[src/hdl/gpef_consts.vh]
// Register offsets, field positions, reset values and slicing levels of the two-port block
`ifndef GPEF_CONSTS_VH
`define GPEF_CONSTS_VH
// Register offsets (byte addresses on the plain port)
`define GPEF_ADDR_E_LATCH   8'h08
`define GPEF_ADDR_F_LATCH   8'h09
`define GPEF_ADDR_E_DIR     8'h0C
`define GPEF_ADDR_F_DIR     8'h0D
`define GPEF_ADDR_OPT       8'h0E
`define GPEF_ADDR_E_KBD     8'h10
`define GPEF_ADDR_F_KBD     8'h11
`define GPEF_ADDR_F_PULL    8'h12
`define GPEF_ADDR_TIM_CFG   8'h13
// Optical register fields
`define GPEF_OPT_EN_X       0
`define GPEF_OPT_EN_Y       1
`define GPEF_OPT_REFX_LO    2
`define GPEF_OPT_REFY_LO    5
// Keyboard enable register of port E: irq enables [3:0], pull-ups [7:4]
`define GPEF_KBD_PULL_LO    4
// Timer pin-claim register fields
`define GPEF_TIM_CH0        0
`define GPEF_TIM_CH1        1
`define GPEF_TIM_CLK        2
// Reset values
`define GPEF_DIR_E_RST      5'h00
`define GPEF_DIR_F_RST      8'h00
`define GPEF_REG8_RST       8'h00
// Slicing levels in mV
`define GPEF_SLICE_BASE_MV  200
`define GPEF_SLICE_STEP_MV  100
`endif

[src/hdl/gpef_ports.v]
// Five-bit and eight-bit software ports with timer sharing, pull-ups, keyboard routing and optical control
//
// The strobed register port was left to the implementer.
`timescale 1ns/1ps
`include "gpef_consts.vh"
//
// Overview of operation
// - Five-bit port: latch and direction per pin
// - Direction one enables output buffer
// - Reset clears five-bit direction register
// - Read returns latch if output, pin otherwise
// - Latch always writable; inputs read pins
// - Channel-claimed pins 2,1 take timer direction; clock-claimed pin 0 is input
// - Direction bit still selects read source
// - Pins 2,1 serve timer channels 1,0
// - Pin 0 feeds timer external clock
// - Pull-ups on pins 3..0 only as inputs
// - Irq enables route pins 3..0 to keyboard
// - Optical: enables low two, levels upper six
// - X enable powers pins 0,1 interface
// - Y enable powers pins 2,3 interface
// - Level code 0..7 gives 200..900 mV
// - Eight-bit port: latch, direction enables buffer
// - Reset clears eight-bit direction register
// - Eight-bit read: latch if output, else pin
// - Reset leaves eight-bit latches untouched
// - Eight-bit pull-ups as inputs, irq enables
// - Eight-bit irq enable routes pin to keyboard
//
// Register map, byte addresses; narrow registers use the low bits, upper bits read zero
//   0x08 five-bit port latch, read mixes latch and pin per direction bit
//   0x09 eight-bit port latch, same read mix
//   0x0C five-bit port direction, one drives the pin
//   0x0D eight-bit port direction, one drives the pin
//   0x0E optical control: bit 0 X enable, bit 1 Y enable, 4:2 X level, 7:5 Y level
//   0x10 five-bit keyboard register: 3:0 irq enables, 7:4 pull-up enables
//   0x11 eight-bit keyboard irq enables
//   0x12 eight-bit pull-up enables
//   0x13 timer claim: bit 0 channel 0 on pin 1, bit 1 channel 1 on pin 2, bit 2 clock on pin 0
//
// Read data stand for one cycle after the strobe and are zero otherwise; no access waits.
// Pin levels reach the read mux about four clocks after the pin settles, so a read
// straight after a pin change may still show the old level.
// The data latches carry no reset; software should load a latch before turning its pin
// into an output, or the pin briefly drives whatever the latch held.
//
module gpef_ports
#(
  parameter E_W = 5,
  parameter F_W = 8
)
(
  // Clock and reset
  input  wire           clk_in,
  input  wire           resetn_in,
  // Register port
  input  wire [7:0]     addr_in,
  input  wire [7:0]     wdata_in,
  input  wire           wr_in,
  input  wire           rd_in,
  output reg  [7:0]     rdata_out,
  // Five-bit port pins
  input  wire [E_W-1:0] e_pin_in,
  output reg  [E_W-1:0] e_pin_out,
  output reg  [E_W-1:0] e_pin_oe_out,
  output reg  [3:0]     e_pullup_out,
  output reg  [3:0]     e_kbd_src_out,
  // Timer sharing
  input  wire [1:0]     tim_ch_dir_in,
  input  wire [1:0]     tim_ch_out_in,
  output reg  [1:0]     tim_ch_in_out,
  output reg            tim_ext_clk_out,
  // Optical interface control
  output reg            opt_en_x_out,
  output reg            opt_en_y_out,
  output reg  [2:0]     slice_level_x_out,
  output reg  [2:0]     slice_level_y_out,
  // Eight-bit port pins
  input  wire [F_W-1:0] f_pin_in,
  output reg  [F_W-1:0] f_pin_out,
  output reg  [F_W-1:0] f_pin_oe_out,
  output reg  [F_W-1:0] f_pullup_out,
  output reg  [F_W-1:0] f_kbd_src_out
);

// Slicing level of a code, in mV, for the analog side to use
function integer gpef_slice_mv;
  input [2:0] code;
  begin
    gpef_slice_mv = `GPEF_SLICE_BASE_MV + `GPEF_SLICE_STEP_MV * code;
  end
endfunction

// ------------------------------------------------------------
// Registers
// ------------------------------------------------------------
reg [E_W-1:0] five_bit_port_latch_ff;
reg [E_W-1:0] five_bit_port_direction_ff;
reg [F_W-1:0] eight_bit_port_latch_ff;
reg [F_W-1:0] eight_bit_port_direction_ff;
reg [7:0]     optical_iface_enable_reg_ff;
reg [7:0]     five_bit_port_kbd_enable_reg_ff;
reg [F_W-1:0] eight_bit_port_kbd_enable_reg_ff;
reg [F_W-1:0] eight_bit_port_pullup_en_ff;
reg [2:0]     tim_claim_ff;
reg [E_W-1:0] e_s1_ff;
reg [E_W-1:0] e_s2_ff;
reg [E_W-1:0] e_s3_ff;
reg [E_W-1:0] e_lvl_ff;
reg [F_W-1:0] f_s1_ff;
reg [F_W-1:0] f_s2_ff;
reg [F_W-1:0] f_s3_ff;
reg [F_W-1:0] f_lvl_ff;

// Keyboard register of the five-bit port splits into irq enables and pull-up enables
wire [3:0] five_bit_port_kbd_irq_en = five_bit_port_kbd_enable_reg_ff[3:0];
wire [3:0] five_bit_port_pullup_en  = five_bit_port_kbd_enable_reg_ff[`GPEF_KBD_PULL_LO+3:`GPEF_KBD_PULL_LO];

// ------------------------------------------------------------
// Pin synchronisers
// ------------------------------------------------------------
// Three stages per pin; a level is accepted only when stages two and three agree.
// Stage one may be metastable, so stage two is its only reader. A pin that toggles
// every clock never agrees and the accepted level simply holds, which filters noise.
always @(posedge clk_in or negedge resetn_in)
begin
  if (!resetn_in)
  begin
    e_s1_ff  <= {E_W{1'b0}};
    e_s2_ff  <= {E_W{1'b0}};
    e_s3_ff  <= {E_W{1'b0}};
    e_lvl_ff <= {E_W{1'b0}};
  end
  else
  begin
    e_s1_ff  <= e_pin_in;
    e_s2_ff  <= e_s1_ff;
    e_s3_ff  <= e_s2_ff;
    // Agreeing stages load the level, disagreeing stages keep the old one
    e_lvl_ff <= (e_s2_ff & e_s3_ff) | (e_lvl_ff & (e_s2_ff ^ e_s3_ff));
  end
end

// Same filter for the eight-bit port
always @(posedge clk_in or negedge resetn_in)
begin
  if (!resetn_in)
  begin
    f_s1_ff  <= {F_W{1'b0}};
    f_s2_ff  <= {F_W{1'b0}};
    f_s3_ff  <= {F_W{1'b0}};
    f_lvl_ff <= {F_W{1'b0}};
  end
  else
  begin
    f_s1_ff  <= f_pin_in;
    f_s2_ff  <= f_s1_ff;
    f_s3_ff  <= f_s2_ff;
    f_lvl_ff <= (f_s2_ff & f_s3_ff) | (f_lvl_ff & (f_s2_ff ^ f_s3_ff));
  end
end

// ------------------------------------------------------------
// Control registers
// ------------------------------------------------------------
// Direction and configuration registers have reset values
// Unmapped addresses fall through to the default and change nothing
always @(posedge clk_in or negedge resetn_in)
begin
  if (!resetn_in)
  begin
    five_bit_port_direction_ff       <= `GPEF_DIR_E_RST;
    eight_bit_port_direction_ff      <= `GPEF_DIR_F_RST;
    optical_iface_enable_reg_ff      <= `GPEF_REG8_RST;
    five_bit_port_kbd_enable_reg_ff  <= `GPEF_REG8_RST;
    eight_bit_port_kbd_enable_reg_ff <= `GPEF_REG8_RST;
    eight_bit_port_pullup_en_ff      <= `GPEF_REG8_RST;
    tim_claim_ff                     <= 3'h0;
  end
  else if (wr_in)
  begin
    case (addr_in)
      `GPEF_ADDR_E_DIR:   five_bit_port_direction_ff       <= wdata_in[E_W-1:0];
      `GPEF_ADDR_F_DIR:   eight_bit_port_direction_ff      <= wdata_in[F_W-1:0];
      // full byte holds enables and levels
      `GPEF_ADDR_OPT:     optical_iface_enable_reg_ff      <= wdata_in;
      `GPEF_ADDR_E_KBD:   five_bit_port_kbd_enable_reg_ff  <= wdata_in;
      `GPEF_ADDR_F_KBD:   eight_bit_port_kbd_enable_reg_ff <= wdata_in[F_W-1:0];
      `GPEF_ADDR_F_PULL:  eight_bit_port_pullup_en_ff      <= wdata_in[F_W-1:0];
      `GPEF_ADDR_TIM_CFG: tim_claim_ff                     <= wdata_in[2:0];
      default:            tim_claim_ff                     <= tim_claim_ff;
    endcase
  end
end

// Data latches have no reset, so their contents survive a reset
// A write lands whatever the direction, so software can preload before driving
always @(posedge clk_in)
begin
  if (wr_in)
  begin
    if (addr_in == `GPEF_ADDR_E_LATCH)
      five_bit_port_latch_ff <= wdata_in[E_W-1:0];
    if (addr_in == `GPEF_ADDR_F_LATCH)
      eight_bit_port_latch_ff <= wdata_in[F_W-1:0];
  end
end

// ------------------------------------------------------------
// Read path
// ------------------------------------------------------------
// Per-bit mux of latch and accepted pin level; unmapped reads give zero
// The mux reads the filtered level, never the raw pin, so a read cannot go metastable
reg [7:0] nxt_rdata;
always @*
begin
  nxt_rdata = 8'h00;
  case (addr_in)
    // latch when output, pin when input
    // direction picks source even under timer
    `GPEF_ADDR_E_LATCH: nxt_rdata[E_W-1:0] = (five_bit_port_direction_ff & five_bit_port_latch_ff) |
                                             (~five_bit_port_direction_ff & e_lvl_ff);
    `GPEF_ADDR_F_LATCH: nxt_rdata[F_W-1:0] = (eight_bit_port_direction_ff & eight_bit_port_latch_ff) |
                                             (~eight_bit_port_direction_ff & f_lvl_ff);
    `GPEF_ADDR_E_DIR:   nxt_rdata[E_W-1:0] = five_bit_port_direction_ff;
    `GPEF_ADDR_F_DIR:   nxt_rdata[F_W-1:0] = eight_bit_port_direction_ff;
    `GPEF_ADDR_OPT:     nxt_rdata          = optical_iface_enable_reg_ff;
    `GPEF_ADDR_E_KBD:   nxt_rdata          = five_bit_port_kbd_enable_reg_ff;
    `GPEF_ADDR_F_KBD:   nxt_rdata[F_W-1:0] = eight_bit_port_kbd_enable_reg_ff;
    `GPEF_ADDR_F_PULL:  nxt_rdata[F_W-1:0] = eight_bit_port_pullup_en_ff;
    `GPEF_ADDR_TIM_CFG: nxt_rdata[2:0]     = tim_claim_ff;
    default:            nxt_rdata          = 8'h00;
  endcase
end

// Read data stands only in the cycle after the strobe
// Returning zero between reads keeps stale data off the shared bus
always @(posedge clk_in or negedge resetn_in)
begin
  if (!resetn_in)
    rdata_out <= 8'h00;
  else if (rd_in)
    rdata_out <= nxt_rdata;
  else
    rdata_out <= 8'h00;
end

// ------------------------------------------------------------
// Pin drive and sharing
// ------------------------------------------------------------
// Combinational next values; outputs are registered below
// Timer claims override the direction register only for the pin that the
// claim names; the read mux is untouched, so software still picks latch or pin.
reg [E_W-1:0] nxt_e_oe;
reg [E_W-1:0] nxt_e_out;
reg [1:0]     nxt_tim_in;
reg           nxt_tim_clk;
always @*
begin
  nxt_e_oe  = five_bit_port_direction_ff;
  nxt_e_out = five_bit_port_latch_ff;
  if (tim_claim_ff[`GPEF_TIM_CH0])
  begin
    nxt_e_oe[1]  = tim_ch_dir_in[0];
    nxt_e_out[1] = tim_ch_out_in[0];
  end
  if (tim_claim_ff[`GPEF_TIM_CH1])
  begin
    nxt_e_oe[2]  = tim_ch_dir_in[1];
    nxt_e_out[2] = tim_ch_out_in[1];
  end
  // Capture inputs read zero while the channel is not claimed
  nxt_tim_in = {e_lvl_ff[2] & tim_claim_ff[`GPEF_TIM_CH1], e_lvl_ff[1] & tim_claim_ff[`GPEF_TIM_CH0]};
  // pin 0 feeds external timer clock
  nxt_tim_clk = e_lvl_ff[0] & tim_claim_ff[`GPEF_TIM_CLK];
  if (tim_claim_ff[`GPEF_TIM_CLK])
    nxt_e_oe[0] = 1'b0;
end

// Five-bit pin drive, pull-ups and keyboard routing, one cycle behind the controls
always @(posedge clk_in or negedge resetn_in)
begin
  if (!resetn_in)
  begin
    e_pin_out     <= {E_W{1'b0}};
    e_pin_oe_out  <= {E_W{1'b0}};
    e_pullup_out  <= 4'h0;
    e_kbd_src_out <= 4'h0;
  end
  else
  begin
    // latch value, or timer output on claimed pins, to the pin driver
    e_pin_out     <= nxt_e_out;
    e_pin_oe_out  <= nxt_e_oe;
    // pull-up only while input
    // Effective enable, so a timer-driven pin never fights its own pull-up
    e_pullup_out  <= five_bit_port_pullup_en & ~nxt_e_oe[3:0];
    e_kbd_src_out <= five_bit_port_kbd_irq_en & e_lvl_ff[3:0];
  end
end

// Timer capture and clock inputs taken from the filtered pin levels
always @(posedge clk_in or negedge resetn_in)
begin
  if (!resetn_in)
  begin
    tim_ch_in_out   <= 2'h0;
    tim_ext_clk_out <= 1'b0;
  end
  else
  begin
    // captures gated so an idle channel sees no edges
    tim_ch_in_out   <= nxt_tim_in;
    // clock follows pin 0 only while claimed
    tim_ext_clk_out <= nxt_tim_clk;
  end
end

// Optical controls; levels leave as codes, the analog side turns them into millivolts
always @(posedge clk_in or negedge resetn_in)
begin
  if (!resetn_in)
  begin
    opt_en_x_out      <= 1'b0;
    opt_en_y_out      <= 1'b0;
    slice_level_x_out <= 3'h0;
    slice_level_y_out <= 3'h0;
  end
  else
  begin
    // enables at bits 0 and 1
    opt_en_x_out      <= optical_iface_enable_reg_ff[`GPEF_OPT_EN_X];
    opt_en_y_out      <= optical_iface_enable_reg_ff[`GPEF_OPT_EN_Y];
    // level fields at 4:2 and 7:5
    slice_level_x_out <= optical_iface_enable_reg_ff[`GPEF_OPT_REFX_LO+2:`GPEF_OPT_REFX_LO];
    slice_level_y_out <= optical_iface_enable_reg_ff[`GPEF_OPT_REFY_LO+2:`GPEF_OPT_REFY_LO];
  end
end

// Eight-bit pin drive, pull-ups and keyboard routing
always @(posedge clk_in or negedge resetn_in)
begin
  if (!resetn_in)
  begin
    f_pin_out     <= {F_W{1'b0}};
    f_pin_oe_out  <= {F_W{1'b0}};
    f_pullup_out  <= {F_W{1'b0}};
    f_kbd_src_out <= {F_W{1'b0}};
  end
  else
  begin
    f_pin_out     <= eight_bit_port_latch_ff;
    f_pin_oe_out  <= eight_bit_port_direction_ff;
    f_pullup_out  <= eight_bit_port_pullup_en_ff & ~eight_bit_port_direction_ff;
    f_kbd_src_out <= eight_bit_port_kbd_enable_reg_ff & f_lvl_ff;
  end
end

endmodule

[config.mk]
export PLATFORM = sky130hd
export DESIGN_NAME = gpef_ports
export DESIGN_NICKNAME = d
export VERILOG_FILES = /design/src/hdl/gpef_ports.v
export VERILOG_INCLUDE_DIRS = /design/src /design/src/hdl
export SDC_FILE = /design/constraint.sdc
export NUM_CORES = 1
export LEC_CHECK = 0
export BUFFER_PORTS_ARGS = -buffer_cell sky130_fd_sc_hd__buf_2
export CAP_MARGIN = 10
export CORE_MARGIN = 10
export CORE_UTILIZATION = 44
export DETAILED_ROUTE_END_ITERATION = 12
export PLACE_DENSITY = 0.68
export SLEW_MARGIN = 20
export SYNTH_ARGS = -nofsm -noshare
export SYNTH_HDL_FRONTEND = slang
export SYNTH_SLANG_ARGS = --single-unit
[constraint.sdc]
create_clock -name clk_in -period 1.6 [get_ports clk_in]
set_input_delay 0.16 -clock clk_in [delete_from_list [all_inputs] [get_ports clk_in]]
set_output_delay 0.16 -clock clk_in [all_outputs]
set_load 0.01 [all_outputs]
==> metrics, run 1 <==
H-tree levels 4; # setup viols final 0; input/output buffers 105; main flop type after synthesis dfrtp_1; first-pass GRT wire length 24900 microns; IO Pins 106; DR DRC count 0; total congestion overflow 0; Longest Clk Path Bufs 2; crit end category flip-flop; Total GRT Usage 0.161; synth warn 0; hold depth 1; Post-Syn Nets 465; Die Span Y 142 microns; max_slew headroom 0.650; core outline area 14600 sq um; R2R Path Start five_bit_port_direction_ff[1]; Hold Vio Cnt, Final 0; CTS clk-pin slew, worst paths 0.07 ns; drt first pass iters 4; cell taking the most area after synthesis dfrtp_1; Inserted Clock Buffers 17; Async SR Flop Fraction 0.929; DPL Wire Length 11600 microns; post-synth top area share 0.641; initial antenna violation count 0; Post-Syn Instances 415; crit path kind flip-flop to flip-flop; Area contributors post-synth dfrtp_1 64%, mux2_2 8.0%, edfxtp_1 5.9%; Seq cells post-synth 182; Die X-Extent 142 microns; LEAKAGE 4.30 nW; maximum capacitance violations 0; placed cell area 7770 sq um; Cell Area, Synth 6590 sq um; min Tclk post-route 1.51 ns; post-DR wirelength/cell 19.7 microns; final net count 651; Peak VDD IR 0.747 mV; area grow syn2layout 30.1%; largest net degree at the start of global routing 51; Post-synth EDFFs 13; worst min path class input pin to flip-flop; vias per cell 5.09; CTS tree done; Worst R2R End rdata_out[1]; initial core utilization 0.452; Tcrit/Tclk final 0.945; total number of vias 4058; Worst-Margin Slew 0.518 ns; Final Util 0.588; Worst R2R Path Depth 4; sequential area share after synthesis 0.701; Peak Freq 662 MHz; final setup skew 0.00897 ns; RSZ-0062 raised after global routing no; row cnt 44; Crit Path Max Fanout 2; layout cells sized above 1 0.430; status complete, no violations; Die ar. 20300 sq um; synth unique cells 46; Final Cell Area 8570 sq um; 1st-iter DRT viols 212; Post-synth top cells 169 x dfrtp_1, 47 x mux2_2, 17 x and2_1; Routed Antenna Nets 0; fin. max-slew vios 0; clk sinks 182; post-CTS setup buffer count 0; final WL 15800 microns; CTS root buf clkbuf_16; Critical Path Start Type flip-flop; routability cong. 0.872; Hold Startpoint wdata_in[4]; diodes inserted 0; critical path arrival 1.83 ns; Worst-Skew Late Latency 0.43 ns; vias in the first global route 4424; top-count cell post-synth dfrtp_1; worst path required time 1.92 ns; worst hold endpoint five_bit_port_latch_ff[4]; Reg2Reg Setup Slack 0.09 ns; synthesized area per cell 15.9 sq um; Pwr Density 1120 nW/um^2
[repair_timing]
action | 4_1_cts | 5_1_grt
setup endpoints to repair | 1 | 2
hold buffers | 22 | 0
pin swaps | 1 | 3
endpoints found under the hold margin | 192 | 0
gates resized for setup | 1 | 2
[state kept, by name, summed over array words and instances (netlist names), 5 cells and up]
| register | count |
|---|---|
| eight_bit_port_kbd_enable_reg_ff | 8 |
| eight_bit_port_direction_ff | 8 |
| rdata_out | 8 |
| f_s3_ff | 8 |
| e_pin_out | 5 |
| e_s3_ff | 5 |
| e_s1_ff | 5 |
| optical_iface_enable_reg_ff | 8 |
| f_s1_ff | 8 |
| eight_bit_port_latch_ff | 8 |
| five_bit_port_latch_ff | 5 |
| e_s2_ff | 5 |
| f_pin_oe_out | 8 |
| e_lvl_ff | 5 |
| eight_bit_port_pullup_en_ff | 8 |
| e_pin_oe_out | 5 |
| f_lvl_ff | 8 |
| five_bit_port_direction_ff | 5 |
| f_kbd_src_out | 8 |
| f_pullup_out | 8 |
| f_pin_out | 8 |
| f_s2_ff | 8 |
| five_bit_port_kbd_enable_reg_ff | 8 |
[power breakdown]
group          internal, mW  total (mW)  switching [mW]
combinational         0.328       0.668           0.340
sequential             4.84        4.96           0.120
clock                  2.19        4.00            1.82
[cell usage in the layout, fill, tap and decap left out, types with 4 or more instances in the layout]
master,netlist,final
a21oi_1,7,7
buf_12,0,4
mux2_2,47,47
buf_2,4,104
dfrtp_1,169,169
a221oi_1,4,4
inv_1,5,5
mux2_4,8,8
a22o_1,5,5
nor2b_1,14,14
a21o_1,13,13
and3_1,4,4
buf_4,0,50
o21ai_0,8,8
edfxtp_1,13,13
nand3_1,9,9
mux2i_1,10,10
or3b_2,5,4
clkinvlp_4,0,5
dlygate4sd3_1,0,22
nand2_1,4,4
nor3_1,6,6
and2_1,17,17
clkbuf_16,0,17
ha_1,13,13
[cells by family (layout without fill, tap and decap cells)]
family,after synthesis,after routing,share of synthesized area
AO/OA/AOI/OAI,52,52,0.0567
adder cells (fa/ha/maj),13,13,0.0247
buffers and inverters,19,218,0.0139
flip-flops,182,182,0.701
multiplexers,68,68,0.124
AND/OR/NAND/NOR,81,81,0.0801
[worst max-delay path by stage]
stage / from / endpoint / slack, ns / depth (start not counted)
after floorplan: wr_in / five_bit_port_kbd_enable_reg_ff[0] / 0.005 / 5
after CTS: five_bit_port_direction_ff[1] / rdata_out[1] / 0.002 / 4
after global placement: addr_in[1] / rdata_out[0] / -0.22 / 5
after global routing: five_bit_port_direction_ff[2] / rdata_out[2] / 0.003 / 4
final: five_bit_port_direction_ff[1] / rdata_out[1] / 0.09 / 4
after detailed placement: addr_in[1] / rdata_out[3] / -0.28 / 5
[metal layers]
layer  part of all wire  track usage
met5                  0            0
met4              0.011       0.0538
met3              0.059       0.0501
met2               0.49        0.253
met1               0.44        0.206
[per-stage QoR]
stage | std cells | setup WS [ns] | hold WS [ns] | setup TNS, ns | power, mW
final | 798 | 0.0884 | 0.0276 | 0 | 9.63
after global routing | 798 | 0.00296 | 0.00902 | 0 | 10.0
after CTS | 798 | 0.00203 | 0.0111 | 0 | 9.75
after detailed placement | 744 | -0.278 | 0.0357 | -5.43 | 5.68
after global placement | 744 | -0.217 | 0.0301 | -4.75 | 5.66
after floorplan | 415 | 0.00477 | -0.136 | 0 | 5.29
[critical path: stages, from the launching register on]
cell	delay, ns
dfrtp_1	0.37
or3b_2	0.49
a211oi_2	0.19
a211oi_1	0.07
a221oi_1	0.27
[layout make-up]
cell class | count | area, sq um
sequential | 182 | 4620
tap | 184 | 230
clock inverter | 14 | 145
clock buffer | 18 | 429
fill | 1120 | 6010
inverter | 5 | 18.8
multi-input combinational | 214 | 1920
timing repair buffer | 181 | 1210
Note: power is estimated with default switching activity, not from simulation.
==> run 2, diff against run 1 <==
--- a/config.mk
+++ b/config.mk
@@ -6,7 +6,7 @@
 export SDC_FILE = /design/constraint.sdc
 export NUM_CORES = 1
 export LEC_CHECK = 0
-export BUFFER_PORTS_ARGS = -buffer_cell sky130_fd_sc_hd__buf_2
+export BUFFER_PORTS_ARGS = -buffer_cell sky130_fd_sc_hd__clkbuf_2
 export CAP_MARGIN = 10
 export CORE_MARGIN = 10
 export CORE_UTILIZATION = 44
==> run 2 against run 1 <==
Non-clock buffer count is 1 higher. Wire length is 1.6% lower. Clock power grew 2%. Cell area increased by 0.20%. Utilization rose by 0.12 points. Worst hold slack got worse by 0.0072 ns. Critical path type unchanged. Highest routed layer unchanged.
==> metrics, run 2 (synthesized netlist as in run 1, its figures left out) <==
Peak VDD IR 0.871 mV; Hold Vio Cnt, Final 0; RSZ-0062 raised after global routing no; status complete, no violations; CTS tree done; pre-CTS setup slack -0.262 ns; Hold Startpoint wdata_in[3]; IO Pins 106; Peak Freq 652 MHz; fin. max-slew vios 0; DPL Wire Length 11300 microns; LEAKAGE 4.28 nW; worst min path class input pin to flip-flop; Die ar. 20300 sq um; drt first pass iters 4; total congestion overflow 0; clk sinks 182; row cnt 44; Longest Clk Path Bufs 2; Fill cells 1148; worst path required time 1.93 ns; Die Span Y 142 microns; final net count 652; max_slew headroom 0.641; Worst path max stage delay 0.47 ns; area grow syn2layout 30.3%; crit-path leading delay family compound AO/OA/AOI/OAI gates; R2R Path Start five_bit_port_direction_ff[2]; Reg area 4620 sq um; final setup skew 0.00722 ns; initial core utilization 0.452; Worst-Margin Slew 0.538 ns; Crit Path Max Fanout 2; crit path kind flip-flop to flip-flop; Tcrit/Tclk final 0.958; input/output buffers 105; Multi-input gate area 1920 sq um; final WL 15500 microns; critical path arrival 1.86 ns; DR DRC count 0; maximum capacitance violations 0; Routed Antenna Nets 0; layout cells sized above 1 0.431; most frequent CP cell a211oi_1; core outline area 14600 sq um; vias per cell 5.05; H-tree levels 4; Inserted Clock Buffers 17; initial antenna violation count 0; commonest non-fill, non-tap cell in the layout dfrtp_1; Die X-Extent 142 microns; slowest CP cell or3b_2; # setup viols final 0; Worst-Skew Late Latency 0.43 ns; diodes inserted 0; hold slack 0.0204 ns; 1st-iter DRT viols 284; cell breakdown of the critical path or3b_2 > a211oi_1 > a211oi_1 > a221oi_1; first-pass GRT wire length 25300 microns; Critical Path Start Type flip-flop; worst path bufs/invs 0; post-route setup slack 0.0668 ns; min Tclk post-route 1.53 ns; total number of vias 4035; CTS root buf clkbuf_16; CP Launch Point five_bit_port_direction_ff[2]; commonest non-fill, non-tap cells in the layout 169 x dfrtp_1, 104 x clkbuf_2, 51 x buf_4; Total GRT Usage 0.161; vias in the first global route 4473; Pwr Density 1130 nW/um^2; routability cong. 0.887; CTS clk-pin slew, worst paths 0.07 ns; post-DR wirelength/cell 19.4 microns; crit end category flip-flop; largest net degree at the start of global routing 100
-- run 2: changes by cell type in the layout (fill, tap and decap cells not counted), sizes merged --
cell         previous run  this run
buf                   159        57
clkbuf                 18       123
clkinv                  3         2
clkinvlp                5         3
dlygate4sd3            22        21
inv                    10        12
-- run 2: final cells by class --
type / instances / share of cell area
flip-flops and latches: 182 / 0.538
multi-input cells: 214 / 0.223
repair buffers: 182 / 0.143
clock buffers: 19 / 0.0516
well taps: 184 / 0.0268
clock inverters: 13 / 0.0162
inverters: 5 / 0.00218
-- run 2: routing by layer --
metal  up-vias  part of all wire  global-route usage
met4         0             0.015              0.0490
li1       1869                 -                   -
met2        99              0.48               0.249
met1      2048              0.45               0.215
met5         -                 0                   0
met3        19             0.054              0.0471
-- run 2: final timing paths --
kind	end	slack, ns	cells past startpoint
max	rdata_out[2]	0.07	4
min	five_bit_port_latch_ff[3]	0.02	1
max reg2reg	rdata_out[2]	0.07	4
min reg2reg	e_s2_ff[2]	0.35	0
max in group asynchronous	optical_iface_enable_reg_ff[0]	0.84	3
min in group asynchronous	f_pin_oe_out[6]	0.29	3
-- run 2: where the power goes --
group / leakage (nW) / switching, mW / internal, mW
combinational: 1.69 / 0.336 / 0.326
clock: 0.277 / 1.85 / 2.24
sequential: 2.32 / 0.122 / 4.84
-- run 2: metrics by stage --
step / TNS [ns] / instances / utilization / power (mW) / instance area, sq um
final: 0 / 799 / 0.589 / 9.71 / 8590
after global routing: 0 / 799 / 0.589 / 10.1 / 8590
after CTS: 0 / 796 / 0.587 / 9.82 / 8560
after detailed placement: -4.60 / 743 / 0.533 / 5.68 / 7770
after global placement: -3.35 / 743 / 0.533 / 5.66 / 7770
after floorplan: 0 / 415 / - / 5.29 / 6620
-- run 2: worst reg2reg max path, delay by kind of cell, from the launching register on --
kind | cells | cell delay [ns]
AO/OA/AOI/OAI | 3 | 0.59
flip-flops | 1 | 0.37
AND/OR/NAND/NOR | 1 | 0.47
-- run 2: repair_timing --
item | CTS | global route
gates resized for setup | 0 | 1
hold endpoints to repair | 191 | 0
hold buffers | 21 | 0
setup endpoints to repair | 0 | 3
buffers inserted | 0 | 3
==> run 3, diff against run 2 <==
--- a/config.mk
+++ b/config.mk
@@ -8,7 +8,7 @@
 export LEC_CHECK = 0
 export BUFFER_PORTS_ARGS = -buffer_cell sky130_fd_sc_hd__clkbuf_2
 export CAP_MARGIN = 10
-export CORE_MARGIN = 10
+export CORE_MARGIN = 5
 export CORE_UTILIZATION = 44
 export DETAILED_ROUTE_END_ITERATION = 12
 export PLACE_DENSITY = 0.68
==> run 3 against run 2 <==
Highest routed layer unchanged. Combinational power about the same. Register-to-register slack better by 0.03 ns. Clock power down 5.1%. Non-clock buffer count up 1. Critical path type unchanged. Cell area down 0.32%. Global-route usage up 2.8 points. Sequential power about the same. Final cell count up 0.25%. Die area down 14%. Sequential share of layout area up 0.17 points. Via count up 1.7%.
==> metrics, run 3 (synthesized netlist as in run 1, its figures left out) <==
Switching Fraction 0.236; Critical Path Start Type flip-flop; drt first pass iters 4; LEAKAGE 4.27 nW; min Tclk post-route 1.50 ns; total number of vias 4104; Tot Pwr 9.51 mW; pre-CTS setup slack -0.184 ns; internal power 7.27 mW; Routed Antenna Nets 0; commonest non-fill, non-tap cells in the layout 169 x dfrtp_1, 104 x clkbuf_2, 56 x buf_4; Peak Freq 665 MHz; Reg power frac 0.522; Reg2Reg Setup Slack 0.1 ns; Worst-Skew Late Latency 0.43 ns; worst hold endpoint eight_bit_port_latch_ff[4]; critical path arrival 1.79 ns; clock share of power 0.408; Die ar. 17500 sq um; post-DR wirelength/cell 19.6 microns; placed cell area 7760 sq um; Fill cells 1136; Die X-Extent 132 microns; final setup skew 0.00914 ns; status complete, no violations; fin. max-slew vios 0; Hold Vio Cnt, Final 0; Longest Clk Path Bufs 2; row cnt 44; DR DRC count 0; Inserted Clock Buffers 17; largest net degree at the start of global routing 96; final net count 653; input/output buffers 105; max_slew headroom 0.666; CTS clk-pin slew, worst paths 0.06 ns; vias in the first global route 4399; maximum capacitance violations 0; initial antenna violation count 1; first-pass GRT wire length 25300 microns; commonest non-fill, non-tap cell in the layout dfrtp_1; CTS tree done; IO Pins 106; placed cells 746; Worst-Margin Slew 0.501 ns; Crit Path Max Fanout 2; Total GRT Usage 0.189; crit path kind flip-flop to flip-flop; total congestion overflow 0; R2R Path Start five_bit_port_kbd_enable_reg_ff[0]; hold depth 1; Die Span Y 132 microns; Final Util 0.587; area grow syn2layout 29.9%; RSZ-0062 raised after global routing no; Peak VDD IR 0.737 mV; Comb pwr share 0.070; Final Cell Area 8560 sq um; non-filler instance count after layout 801; vias per cell 5.12; core outline area 14600 sq um; Worst R2R Path Depth 4; worst min path class input pin to flip-flop; Pwr Density 1110 nW/um^2; DPL Wire Length 11200 microns; final WL 15700 microns; worst path required time 1.89 ns; initial core utilization 0.452; routability cong. 0.867; Worst R2R End rdata_out[0]; setup_tns 0 ns; post-route setup slack 0.0973 ns; Sw Pwr 2.24 mW; H-tree levels 4; 1st-iter DRT viols 269; layout cells sized above 1 0.440; crit end category flip-flop; hold slack 0.0254 ns; CTS root buf clkbuf_16; Tcrit/Tclk final 0.939; clk sinks 182; Hold Startpoint wdata_in[4]; # setup viols final 0
[run 3: how the worst max path moves through the flow]
stage | from | to | slack [ns]
4_1_cts | five_bit_port_kbd_enable_reg_ff[0] | rdata_out[0] | 0.03
6_report | five_bit_port_kbd_enable_reg_ff[0] | rdata_out[0] | 0.1
3_5_place_dp | addr_in[5] | rdata_out[0] | -0.18
3_3_place_gp | addr_in[0] | rdata_out[1] | -0.20
5_1_grt | e_lvl_ff[2] | rdata_out[2] | 0.04
2_1_floorplan | wr_in | five_bit_port_kbd_enable_reg_ff[0] | 0.005
[run 3: power by group through the flow]
stage               registers [mW]  clock network, mW  logic, mW
floorplan                     5.04                  0      0.250
global placement              5.05                  0      0.609
detailed placement            5.05                  0      0.624
CTS                           4.97               3.98      0.669
global route                  4.99               4.17      0.742
finish                        4.97               3.88      0.666
[run 3: critical path: stages (launching register included)]
cell and delay (ns):
dfrtp_1 0.41, mux4_2 0.47, and3_1 0.20, a221oi_2 0.19
a221oi_2 0.10
[run 3: what timing repair did]
action,CTS,global route
hold buffers,20,0
hold endpoints to repair,190,0
pin swaps,0,4
setup buffers,1,1
gates resized for setup,1,6
setup endpoints to repair,2,3
[run 3: metal layers]
layer	share of wire	vias to the layer above	global-route usage	routed length, microns
met1	0.44	2082	0.262	6950
met5	0	-	0	0
li1	-	1880	-	-
met4	0.013	0	0.0662	212
met2	0.49	127	0.289	7690
met3	0.057	15	0.0492	891
[run 3: layout make-up]
cell class	instances	area [sq um]	share of cell area
flip-flops and latches	182	4620	0.539
multi-input cells	214	1950	0.227
repair buffers	183	1190	0.139
clock buffers	20	458	0.0535
well taps	184	230	0.0269
clock inverters	12	95.1	0.0111
inverters	5	18.8	0.00219
diodes	1	2.50	0.000292
